File: src/hdl/ddr_read_pkg.sv
package ddr_read_pkg;

  // Command codes carried on the link
  localparam logic [1:0] CMD_NOP = 2'h0;
  localparam logic [1:0] CMD_ACT = 2'h1;
  localparam logic [1:0] CMD_RD  = 2'h2;

  // Burst-length field of mode_register_zero
  localparam logic [1:0] BURST_EIGHT  = 2'h0;
  localparam logic [1:0] BURST_CHOICE = 2'h1;
  localparam logic [1:0] BURST_FOUR   = 2'h2;

  // Beat pairs per burst, one pair per command clock
  localparam int PAIRS_EIGHT = 4;
  localparam int PAIRS_FOUR  = 2;

  // Timing, in ns, in system clocks and in command clocks
  localparam int CLK_PERIOD_NS   = 100;
  localparam int LINK_PERIOD_NS  = 800;
  localparam int LINK_HALF       = LINK_PERIOD_NS / (2 * CLK_PERIOD_NS);
  localparam int GAP_OTHER_GROUP = 4;
  localparam int GAP_SAME_GROUP  = 5;
  localparam int GAP_ODD         = 5;
  localparam int FETCH_CLOCKS    = 4;
  localparam int CL_MIN          = 5;
  localparam int CL_MAX          = 24;

  // Data lane width
  localparam int DQ_W = 8;

  // Command word: bit 1:0 kind, 3:2 group, 5:4 bank, 8:6 column,
  // 9 burst_select_address_bit, 10 auto_close_address_bit
  typedef struct packed {
    logic       autoClose;
    logic       burstSel;
    logic [2:0] col;
    logic [1:0] bank;
    logic [1:0] group;
    logic [1:0] kind;
  } link_cmd_t;
  localparam int CMD_W = 11;

  // Mode word: 1:0 burst field, 2 long preamble, 7:3 CAS, 8 additive
  typedef struct packed {
    logic       alOn;
    logic [4:0] cl;
    logic       pre2;
    logic [1:0] burst;
  } mode_t;
  localparam int    MODE_W     = 9;
  localparam mode_t MODE_RESET = '{alOn: 1'b0, cl: 5'h0B, pre2: 1'b0,
                                   burst: 2'h0};

  // APB register map and status fields
  localparam logic [7:0] OFS_CFG  = 8'h00;
  localparam logic [7:0] OFS_CMD  = 8'h04;
  localparam logic [7:0] OFS_STAT = 8'h08;
  localparam logic [7:0] OFS_DATA = 8'h0C;
  localparam int STAT_PEND_BIT  = 0;
  localparam int STAT_COUNT_LSB = 8;

endpackage

File: src/hdl/ddr_link_if.sv
`timescale 1ns/1ps
`default_nettype none
interface ddr_link_if;
  // Controller to device
  logic                      cmdClk;
  ddr_read_pkg::link_cmd_t   cmdBus;
  ddr_read_pkg::mode_t       modeBus;
  // Device drive side of strobe and data
  logic                      strobeOut;
  logic                      strobeOe_n;
  logic [ddr_read_pkg::DQ_W-1:0] dqOut;
  logic                      dqOe_n;
  // Resolved bus as the controller sees it
  logic                      strobeWire;
  logic [ddr_read_pkg::DQ_W-1:0] dqWire;
  logic                      dqDriven;

  // Bus is pulled high when nobody drives it
  assign strobeWire = strobeOe_n ? 1'b1 : strobeOut;
  assign dqWire     = dqOe_n ? '1 : dqOut;
  assign dqDriven   = ~dqOe_n;

  modport ctrl (output cmdClk, cmdBus, modeBus,
                input  strobeWire, dqWire, dqDriven);
  modport dev  (input  cmdClk, cmdBus, modeBus,
                output strobeOut, strobeOe_n, dqOut, dqOe_n);
endinterface
`default_nettype wire

File: src/hdl/ddr_read_device.sv
`timescale 1ns/1ps
`default_nettype none
// Summary of operation
// - Field 00 fixed eight; 01 per-command choice
// - Field 10 fixed chopped four beats
// - Select bit low chops, high gives eight
// - Plain read leaves bank open
// - Auto-close read precharges bank after the burst fetch
// - First data after additive plus CAS latency
// - Additive latency is zero or CAS minus one
// - Eight-beat reads four apart stream gaplessly
// - Chopped reads four apart leave slots idle
// - Spacing five, short preamble, leaves a gap
// - Long preamble: spacing six, never five
// - Preamble one or two clocks, same latency
// - Strobe alignment only while loop locked
// - Preamble drives strobe low from released
// - After postamble release strobe high undriven
// - One data beat per strobe edge
// - Mode register four bit picks preamble
// - Other group four clocks; same group longer
module ddr_read_device #(
  parameter int CL_MAX = ddr_read_pkg::CL_MAX,
  parameter int SLOTS  = 2 * CL_MAX + 2
) (
  // System
  input  wire logic        clk,
  input  wire logic        rst_n,
  // Link to controller
  ddr_link_if.dev          link,
  // Device side status
  input  wire logic        dllLocked,
  output logic [15:0]      bankOpen
);

  // Refuse sizes the timeline cannot hold
  if (CL_MAX < ddr_read_pkg::CL_MIN || CL_MAX > 31 ||
      SLOTS < 2 * CL_MAX + 2) begin : g_bad_size
    $error("ddr_read_device: CL_MAX or SLOTS out of range");
  end

  // One command clock of the data timeline
  typedef struct packed {
    logic       valid;      // Beat pair due in this clock
    logic [1:0] pair;       // Pair index inside the burst
    logic [4:0] tag;        // Group and column, for the data
    logic       closeV;     // Bank closes at this clock
    logic [3:0] closeBank;  // Bank that closes
  } slot_t;

  // Everything that crosses in from the controller's side, plus loop lock
  typedef struct packed {
    logic                    lock;
    logic                    cclk;
    ddr_read_pkg::link_cmd_t cmd;
    ddr_read_pkg::mode_t     mode;
  } sync_t;

  // All state of the device end
  typedef struct packed {
    sync_t                       s1;        // First sync stage only
    sync_t                       s2;        // Usable synced copy
    logic                        clkPrev;   // For edge finding
    slot_t [SLOTS-1:0]           tl;        // Future clocks
    slot_t                       cur;       // Clock now on the bus
    logic [15:0]                 bankOpen;  // Open banks
    logic                        strobe;
    logic                        strobeOe_n;
    logic [ddr_read_pkg::DQ_W-1:0] dq;
    logic                        dqOe_n;
  } state_t;

  state_t q_r;
  state_t q_nxt;

  // Decoded helpers
  logic       rise;      // Command clock rising edge found
  logic       fall;      // Command clock falling edge found
  logic       chop;      // This read is four beats
  logic [2:0] pairs;     // Beat pairs for this read
  logic [6:0] rl;        // total_read_latency in clocks
  logic [6:0] al;        // additive_latency in clocks
  logic       clOk;      // CAS setting inside supported range
  logic [3:0] bankId;    // Group and bank of this command

  // Data beat: group, pair, odd half, column
  function automatic logic [7:0] beatData(slot_t s, logic odd);
    return {s.tag[4:3], s.pair, odd, s.tag[2:0]};
  endfunction

  // Strobe must already be low ahead of the next burst
  function automatic logic preambleDue(slot_t [SLOTS-1:0] t,
                                       logic pre2);
    return t[0].valid || (pre2 && t[1].valid);
  endfunction

  // Edges of the synced command clock
  assign rise = q_r.s2.cclk & ~q_r.clkPrev;
  assign fall = ~q_r.s2.cclk & q_r.clkPrev;

  // Burst length from mode field and select bit
  assign chop = (q_r.s2.mode.burst == ddr_read_pkg::BURST_FOUR) ||
                ((q_r.s2.mode.burst == ddr_read_pkg::BURST_CHOICE) &&
                 !q_r.s2.cmd.burstSel);
  assign pairs = chop ? 3'(ddr_read_pkg::PAIRS_FOUR)
                      : 3'(ddr_read_pkg::PAIRS_EIGHT);

  // Additive is either zero or one less than CAS
  assign al = q_r.s2.mode.alOn ? 7'(q_r.s2.mode.cl) - 7'h01
                               : 7'h00;
  assign rl = al + 7'(q_r.s2.mode.cl);
  assign clOk = (7'(q_r.s2.mode.cl) >= 7'(ddr_read_pkg::CL_MIN)) &&
                (7'(q_r.s2.mode.cl) <= 7'(CL_MAX));
  assign bankId = {q_r.s2.cmd.group, q_r.s2.cmd.bank};

  // Next-state logic
  always_comb begin
    q_nxt = q_r;
    // Two stages for every signal from the other side
    q_nxt.s1.lock = dllLocked;
    q_nxt.s1.cclk = link.cmdClk;
    q_nxt.s1.cmd  = link.cmdBus;
    q_nxt.s1.mode = link.modeBus;
    q_nxt.s2      = q_r.s1;
    q_nxt.clkPrev = q_r.s2.cclk;

    if (rise) begin
      // Advance the timeline by one command clock
      q_nxt.cur = q_r.tl[0];
      for (int i = 0; i < SLOTS - 1; i++) begin
        q_nxt.tl[i] = q_r.tl[i+1];
      end
      q_nxt.tl[SLOTS-1] = '0;
      // Precharge falls due once the fetch is over
      if (q_r.tl[0].closeV) begin
        q_nxt.bankOpen[q_r.tl[0].closeBank] = 1'b0;
      end

      // Opening a bank
      if (q_r.s2.cmd.kind == ddr_read_pkg::CMD_ACT) begin
        q_nxt.bankOpen[bankId] = 1'b1;
      end

      // A read plans its beats; refused while unlocked, since
      // no strobe alignment could be promised then
      if (q_r.s2.cmd.kind == ddr_read_pkg::CMD_RD && q_r.s2.lock &&
          clOk) begin
        for (int k = 0; k < ddr_read_pkg::PAIRS_EIGHT; k++) begin
          // Chopped reads leave the upper slots empty
          if (3'(k) < pairs) begin
            q_nxt.tl[rl + 7'(k) - 7'h01].valid = 1'b1;
            q_nxt.tl[rl + 7'(k) - 7'h01].pair  = 2'(k);
            q_nxt.tl[rl + 7'(k) - 7'h01].tag   =
              {q_r.s2.cmd.group, q_r.s2.cmd.col};
          end
        end
        // Plain read leaves the bank open; auto-close is queued
        // after the internal fetch of the burst
        if (q_r.s2.cmd.autoClose) begin
          q_nxt.tl[al + 7'(ddr_read_pkg::FETCH_CLOCKS) - 7'h01].closeV
            = 1'b1;
          q_nxt.tl[al + 7'(ddr_read_pkg::FETCH_CLOCKS) - 7'h01]
            .closeBank = bankId;
        end
      end

      // Rising half: even beat, preamble, postamble or release
      if (q_nxt.cur.valid) begin
        // Consecutive slots keep toggling with no gap
        q_nxt.strobe     = 1'b1;
        q_nxt.strobeOe_n = 1'b0;
        q_nxt.dq         = beatData(q_nxt.cur, 1'b0);
        q_nxt.dqOe_n     = 1'b0;
      end else if (preambleDue(q_nxt.tl, q_r.s2.mode.pre2)) begin
        // Empty slot before a burst stays low: gap, no release
        q_nxt.strobe     = 1'b0;
        q_nxt.strobeOe_n = 1'b0;
        q_nxt.dqOe_n     = 1'b1;
      end else if (q_r.cur.valid) begin
        // Postamble: half a clock low after the last beat
        q_nxt.strobe     = 1'b0;
        q_nxt.strobeOe_n = 1'b0;
        q_nxt.dqOe_n     = 1'b1;
      end else begin
        q_nxt.strobe     = 1'b1;
        q_nxt.strobeOe_n = 1'b1;
        q_nxt.dqOe_n     = 1'b1;
      end
    end else if (fall) begin
      // Falling half: odd beat, held preamble, or release
      if (q_r.cur.valid) begin
        q_nxt.strobe     = 1'b0;
        q_nxt.strobeOe_n = 1'b0;
        q_nxt.dq         = beatData(q_r.cur, 1'b1);
        q_nxt.dqOe_n     = 1'b0;
      end else if (preambleDue(q_r.tl, q_r.s2.mode.pre2)) begin
        // Preamble low set on the rising half is held here
        q_nxt.strobe     = 1'b0;
        q_nxt.strobeOe_n = 1'b0;
        q_nxt.dqOe_n     = 1'b1;
      end else begin
        // Bus handed back, pulled high
        q_nxt.strobe     = 1'b1;
        q_nxt.strobeOe_n = 1'b1;
        q_nxt.dqOe_n     = 1'b1;
      end
    end
  end

  // State register, synchronous reset
  always_ff @(posedge clk) begin
    if (!rst_n) begin
      q_r            <= '0;
      q_r.strobe     <= 1'b1;
      q_r.strobeOe_n <= 1'b1;
      q_r.dqOe_n     <= 1'b1;
    end else begin
      q_r <= q_nxt;
    end
  end

  // Outputs straight from the state register
  assign link.strobeOut  = q_r.strobe;
  assign link.strobeOe_n = q_r.strobeOe_n;
  assign link.dqOut      = q_r.dq;
  assign link.dqOe_n     = q_r.dqOe_n;
  assign bankOpen        = q_r.bankOpen;

endmodule
`default_nettype wire

File: src/flat_wrapper.sv
// flat-port wrapper written by rule: the top's interface ports become plain ports
module ddr_read_device_flat 
#(
  parameter int CL_MAX = ddr_read_pkg::CL_MAX,
  parameter int SLOTS  = 2 * CL_MAX + 2
)
  (clk, rst_n, dllLocked, bankOpen, link_cmdClk, link_cmdBus, link_modeBus, link_strobeOut, link_strobeOe_n, link_dqOut, link_dqOe_n);
  ddr_link_if link_i ();
  input  wire logic clk;
  input  wire logic rst_n;
  input  wire logic dllLocked;
  output logic [15:0] bankOpen;
  input wire logic [$bits(link_i.cmdClk)-1:0] link_cmdClk;
  input wire logic [$bits(link_i.cmdBus)-1:0] link_cmdBus;
  input wire logic [$bits(link_i.modeBus)-1:0] link_modeBus;
  output wire logic [$bits(link_i.strobeOut)-1:0] link_strobeOut;
  output wire logic [$bits(link_i.strobeOe_n)-1:0] link_strobeOe_n;
  output wire logic [$bits(link_i.dqOut)-1:0] link_dqOut;
  output wire logic [$bits(link_i.dqOe_n)-1:0] link_dqOe_n;
  assign link_i.cmdClk = link_cmdClk;
  assign link_i.cmdBus = link_cmdBus;
  assign link_i.modeBus = link_modeBus;
  assign link_strobeOut = link_i.strobeOut;
  assign link_strobeOe_n = link_i.strobeOe_n;
  assign link_dqOut = link_i.dqOut;
  assign link_dqOe_n = link_i.dqOe_n;
  ddr_read_device #(.CL_MAX(CL_MAX), .SLOTS(SLOTS)) u_core (.clk(clk), .rst_n(rst_n), .link(link_i), .dllLocked(dllLocked), .bankOpen(bankOpen));
endmodule
File: config.mk
export PLATFORM = sky130hd
export DESIGN_NAME = ddr_read_device_flat
export DESIGN_NICKNAME = d
export VERILOG_FILES = /design/src/hdl/ddr_read_pkg.sv /design/src/hdl/ddr_link_if.sv /design/src/hdl/ddr_read_device.sv /design/src/flat_wrapper.sv
export SDC_FILE = /design/constraint.sdc
export NUM_CORES = 2
export LEC_CHECK = 0
export ABC_AREA = 0
export ABC_CLOCK_PERIOD_IN_PS = 4190
export BUFFER_PORTS_ARGS = -buffer_cell sky130_fd_sc_hd__buf_4
export CAP_MARGIN = 5
export CORE_MARGIN = 10
export CORE_UTILIZATION = 63
export DETAILED_ROUTE_END_ITERATION = 10
export PLACE_DENSITY = 0.81
export REMOVE_ABC_BUFFERS = 1
export SLEW_MARGIN = 15
export SYNTH_ARGS = -nofsm -noshare
export SYNTH_HDL_FRONTEND = slang
export SYNTH_SLANG_ARGS = --single-unit
File: constraint.sdc
create_clock -name clk -period 4.19 [get_ports clk]
set_input_delay 0.6285 -clock clk [delete_from_list [all_inputs] [get_ports clk]]
set_output_delay 0.6285 -clock clk [all_outputs]
set_load 0.01 [all_outputs]
==> summary.md <==
| Metric | Value |
|---|---|
| Critical Path Start Type | `register` |
| Die X | `251 um` |
| Most frequent standard cell in the layout excluding fill and tap cells | `sky130_fd_sc_hd__dfxtp_1` |
| End of the worst register-to-register path | `u_core.q_r[591]` |
| Syn Area/Cell | `8.76 sq um` |
| Vias after detailed routing | `28800` |
| Clock input transition at the sequential cells of the worst setup and hold paths | `0.06 ns` |
| IO Count | `51` |
| Sum of internal, switching and leakage power | `15.5 mW` |
| Max-Slew Margin vs Limit | `28.5%` |
| Overall die height | `251 um` |
| Warnings from Yosys | `0` |
| Antenna cells | `0` |
| Final hold violation count | `0` |
| Hold Worst Slack | `0.206 ns` |
| Count of clock tree sinks | `730` |
| Global-route wire length before repair | `151000 um` |
| Max-cap violations | `0` |
| Crit Path Max Fanout | `10` |
| EDFF count, synth | `0` |
| Count of buffers from port buffering | `50` |
| Worst setup path category | `reg2reg` |
| Clock tree root buffer cell | `sky130_fd_sc_hd__clkbuf_16` |
| Number of core rows | `84` |
| Half-perimeter wire length after placement | `62200 um` |
| Post-Syn Instances | `3832` |
| Data arrival at the endpoint of the critical path | `4.52 ns` |
| CTS H-tree lvls | `3` |
| Detailed-router iteration count before antenna repair | `6` |
| Top_reg_cell synth | `sky130_fd_sc_hd__dfxtp_1` |
| Worst Hold Endpoint | `u_core.q_nxt[708]` |
| Flop and latch count out of synthesis | `730` |
| Crit Reg-Reg Startpoint | `u_core.q_r[694]` |
| Total wirelength of the detailed-routed design | `96600 um` |
| Transition time of the tightest slew-check pin | `1.07 ns` |
| Distinct cell type count of the synthesized netlist | `100` |
| Hold Crit Class | `in2reg` |
| Pins Over Slew Limit | `0` |
| Number of standard cells in the layout, taps in and fillers out | `4454` |
| Number of remaining DRC errors | `0` |
| Clock latency at the later pin of the worst-skew pair | `0.63 ns` |
| Aggregate global routing overflow | `0` |
| Number of global-route vias before repair | `27000` |
| Min-delay src | `link_cmdBus[8]` |
| Routed length per instance | `21.7 um` |
| Final net count | `3738` |
| Share of final-layout standard cells stronger than drive strength 1 | `10.8%` |
| Worst setup slack after layout | `0.170 ns` |
| Inserted Clock Buffers | `75` |
| DRT antenna net count | `0` |
| Overall die area | `0.0629 sq mm` |
| Largest net degree at the start of global routing | `252` |
| Fin Clk Skew | `0.0233 ns` |
| Resize count post-CTS | `0` |
| Number of placed instances, taps included | `4318` |
| Final core utilization | `69.9%` |
| Worst IR drop on VDD | `0.346 mV` |
| Drt via density | `6.47` |
| Fraction of registers with async set/reset | `0%` |
| Synth-to-layout area growth | `9.65%` |
| Maximum root-to-sink buffer count | `3` |
| Top cells by area in the synthesized netlist | `sky130_fd_sc_hd__dfxtp_1 44%, sky130_fd_sc_hd__mux2i_1 11%, sky130_fd_sc_hd__o21ai_0 8.5%` |
| Hold-fix buffers at CTS | `0` |
| Cell type with the largest total area after synthesis | `sky130_fd_sc_hd__dfxtp_1` |
| Outcome | `finished, final reports clean` |
| Antenna violations before repair | `0` |
| Total setup violations reported at the end of the flow | `0` |
| First-iteration detailed-routing DRC count | `2974` |
| Clock tree from TritonCTS | `built` |
| CP required | `4.69 ns` |
| LEAKAGE | `13.2 nW` |
| Post-CTS setup buffers | `0` |
| Standard cell core area | `0.0527 sq mm` |
| P per Cell Area | `420 mW/mm^2` |
| Netlist area before placement | `0.0336 sq mm` |
| Placer congestion estimate | `1.03` |
| R2R cell count | `11` |
| Gr usage total | `29.2%` |
| Portion of the post-synthesis area used by sequential elements | `43.5%` |
| Peak clock frequency supported by timing | `0.249 GHz` |
| Synth top area share | `43.5%` |
| Reg-to-reg slack, setup | `0.17 ns` |
| Endpoint type of the worst setup path | `register` |
| Final worst path period need | `4.02 ns` |
| Leading cell types in the layout, fill and taps excluded | `728 x sky130_fd_sc_hd__dfxtp_1, 566 x sky130_fd_sc_hd__o21ai_0, 435 x sky130_fd_sc_hd__a21oi_1` |
| Number of fill cells | `4133` |
| Effective utilization at floorplan | `63.8%` |
| Post-Place Setup Slack | `0.256 ns` |
| Cell depth of the worst min-delay path | `2` |
| Final worst-path cycle share | `95.9%` |
==> metrics by stage <==
step	cell area [sq um]	setup TNS [ns]
floorplan	32000	-
global placement	34300	0
detailed placement	34300	0
CTS	36800	0
global route	36800	-0.00831
finish	36800	0
==> registers in the layout (all words and copies together) (netlist names) <==
name                    flops
u_core.q_nxt               23
u_core.bankOpen            16
u_core.link.strobeOe_n      1
u_core.link.strobeOut       1
u_core.link.dqOut           8
u_core.q_r                676
u_core.link.dqOe_n          1
u_core.bankId               4
==> kinds of logic after synthesis <==
kind of cell | share of synthesized area (%)
adder cells (fa/ha/maj) | 0.261
multiplexers | 11.0
buffers and inverters | 5.29
AO/OA/AOI/OAI | 28.3
XOR/XNOR | 0.417
AND/OR/NAND/NOR | 11.2
flip-flops | 43.5
==> worst max-delay path, cell delays in order, from the launching register on <==
cell and delay, ns:
sky130_fd_sc_hd__dfxtp_1 0.38, sky130_fd_sc_hd__inv_1 0.09, sky130_fd_sc_hd__ha_1 0.47, sky130_fd_sc_hd__and4b_1 0.31
sky130_fd_sc_hd__a211oi_4 0.48, sky130_fd_sc_hd__xnor2_1 0.32, sky130_fd_sc_hd__buf_4 0.25, sky130_fd_sc_hd__nor2_2 0.48
sky130_fd_sc_hd__a32oi_1 0.26, sky130_fd_sc_hd__nor2_1 0.39, sky130_fd_sc_hd__nor2_1 0.17, sky130_fd_sc_hd__a22o_1 0.29
==> area by class of cell <==
type                    instances  area (sq um)  area share [%]
flip-flops and latches        730         14600            39.7
clock buffers                 106          2150            5.85
multi-input cells            2674         17300            46.9
repair buffers                170          1420            3.86
inverters                      56           210           0.571
well taps                     688           861            2.34
clock inverters                30           302           0.819
==> power by group <==
| group | internal, mW | leakage (nW) | switching (mW) | total, mW |
|---|---|---|---|---|
| combinational | 0.484 | 6.06 | 0.946 | 1.43 |
| sequential | 7.22 | 5.95 | 0.170 | 7.38 |
| clock | 3.86 | 1.22 | 2.80 | 6.66 |
==> worst max-delay path by stage <==
| stage | from | to | slack [ns] | depth (start not counted) |
|---|---|---|---|---|
| global route | u_core.q_r[699] | u_core.q_r[126] | -0.008 | 13 |
| floorplan | u_core.q_nxt[690] | u_core.q_r[126] | -25.55 | 6 |
| CTS | u_core.q_r[699] | u_core.q_r[292] | 0.23 | 14 |
| finish | u_core.q_r[694] | u_core.q_r[591] | 0.17 | 11 |
| detailed placement | u_core.q_r[699] | u_core.q_r[293] | 0.26 | 12 |
| global placement | u_core.q_r[699] | u_core.q_r[292] | 0.38 | 12 |
==> metal layers <==
| metal | global-route usage [%] | wire length (um) |
|---|---|---|
| met1 | 36.2 | 39800 |
| met2 | 48.0 | 45700 |
| met3 | 4.55 | 5890 |
| met4 | 15.9 | 5170 |
| met5 | 0 | 0 |
==> Yosys cell counts, drive strengths merged, types with 6 or more instances <==
master	number
and2	74
o22ai	27
nor4	10
dfxtp	730
o2bb2ai	27
inv	56
o32ai	12
o211ai	20
a31oi	60
and3	12
a22o	16
a221oi	24
nand2b	48
o31ai	13
o22a	6
o21ai	586
mux2i	368
a32o	10
a21boi	26
a211oi	47
o31a	9
a21o	8
nor3	44
nand3	39
buf	97
a22oi	21
nor2	228
a21oi	443
o211a	7
xnor2	13
a32oi	17
clkbuf	275
ha	7
nand2	171
or3	10
or2	11
o221ai	41
o21a	47
o221a	28
nor2b	84
nand4	14
Note: power is estimated with default switching activity, not from simulation.
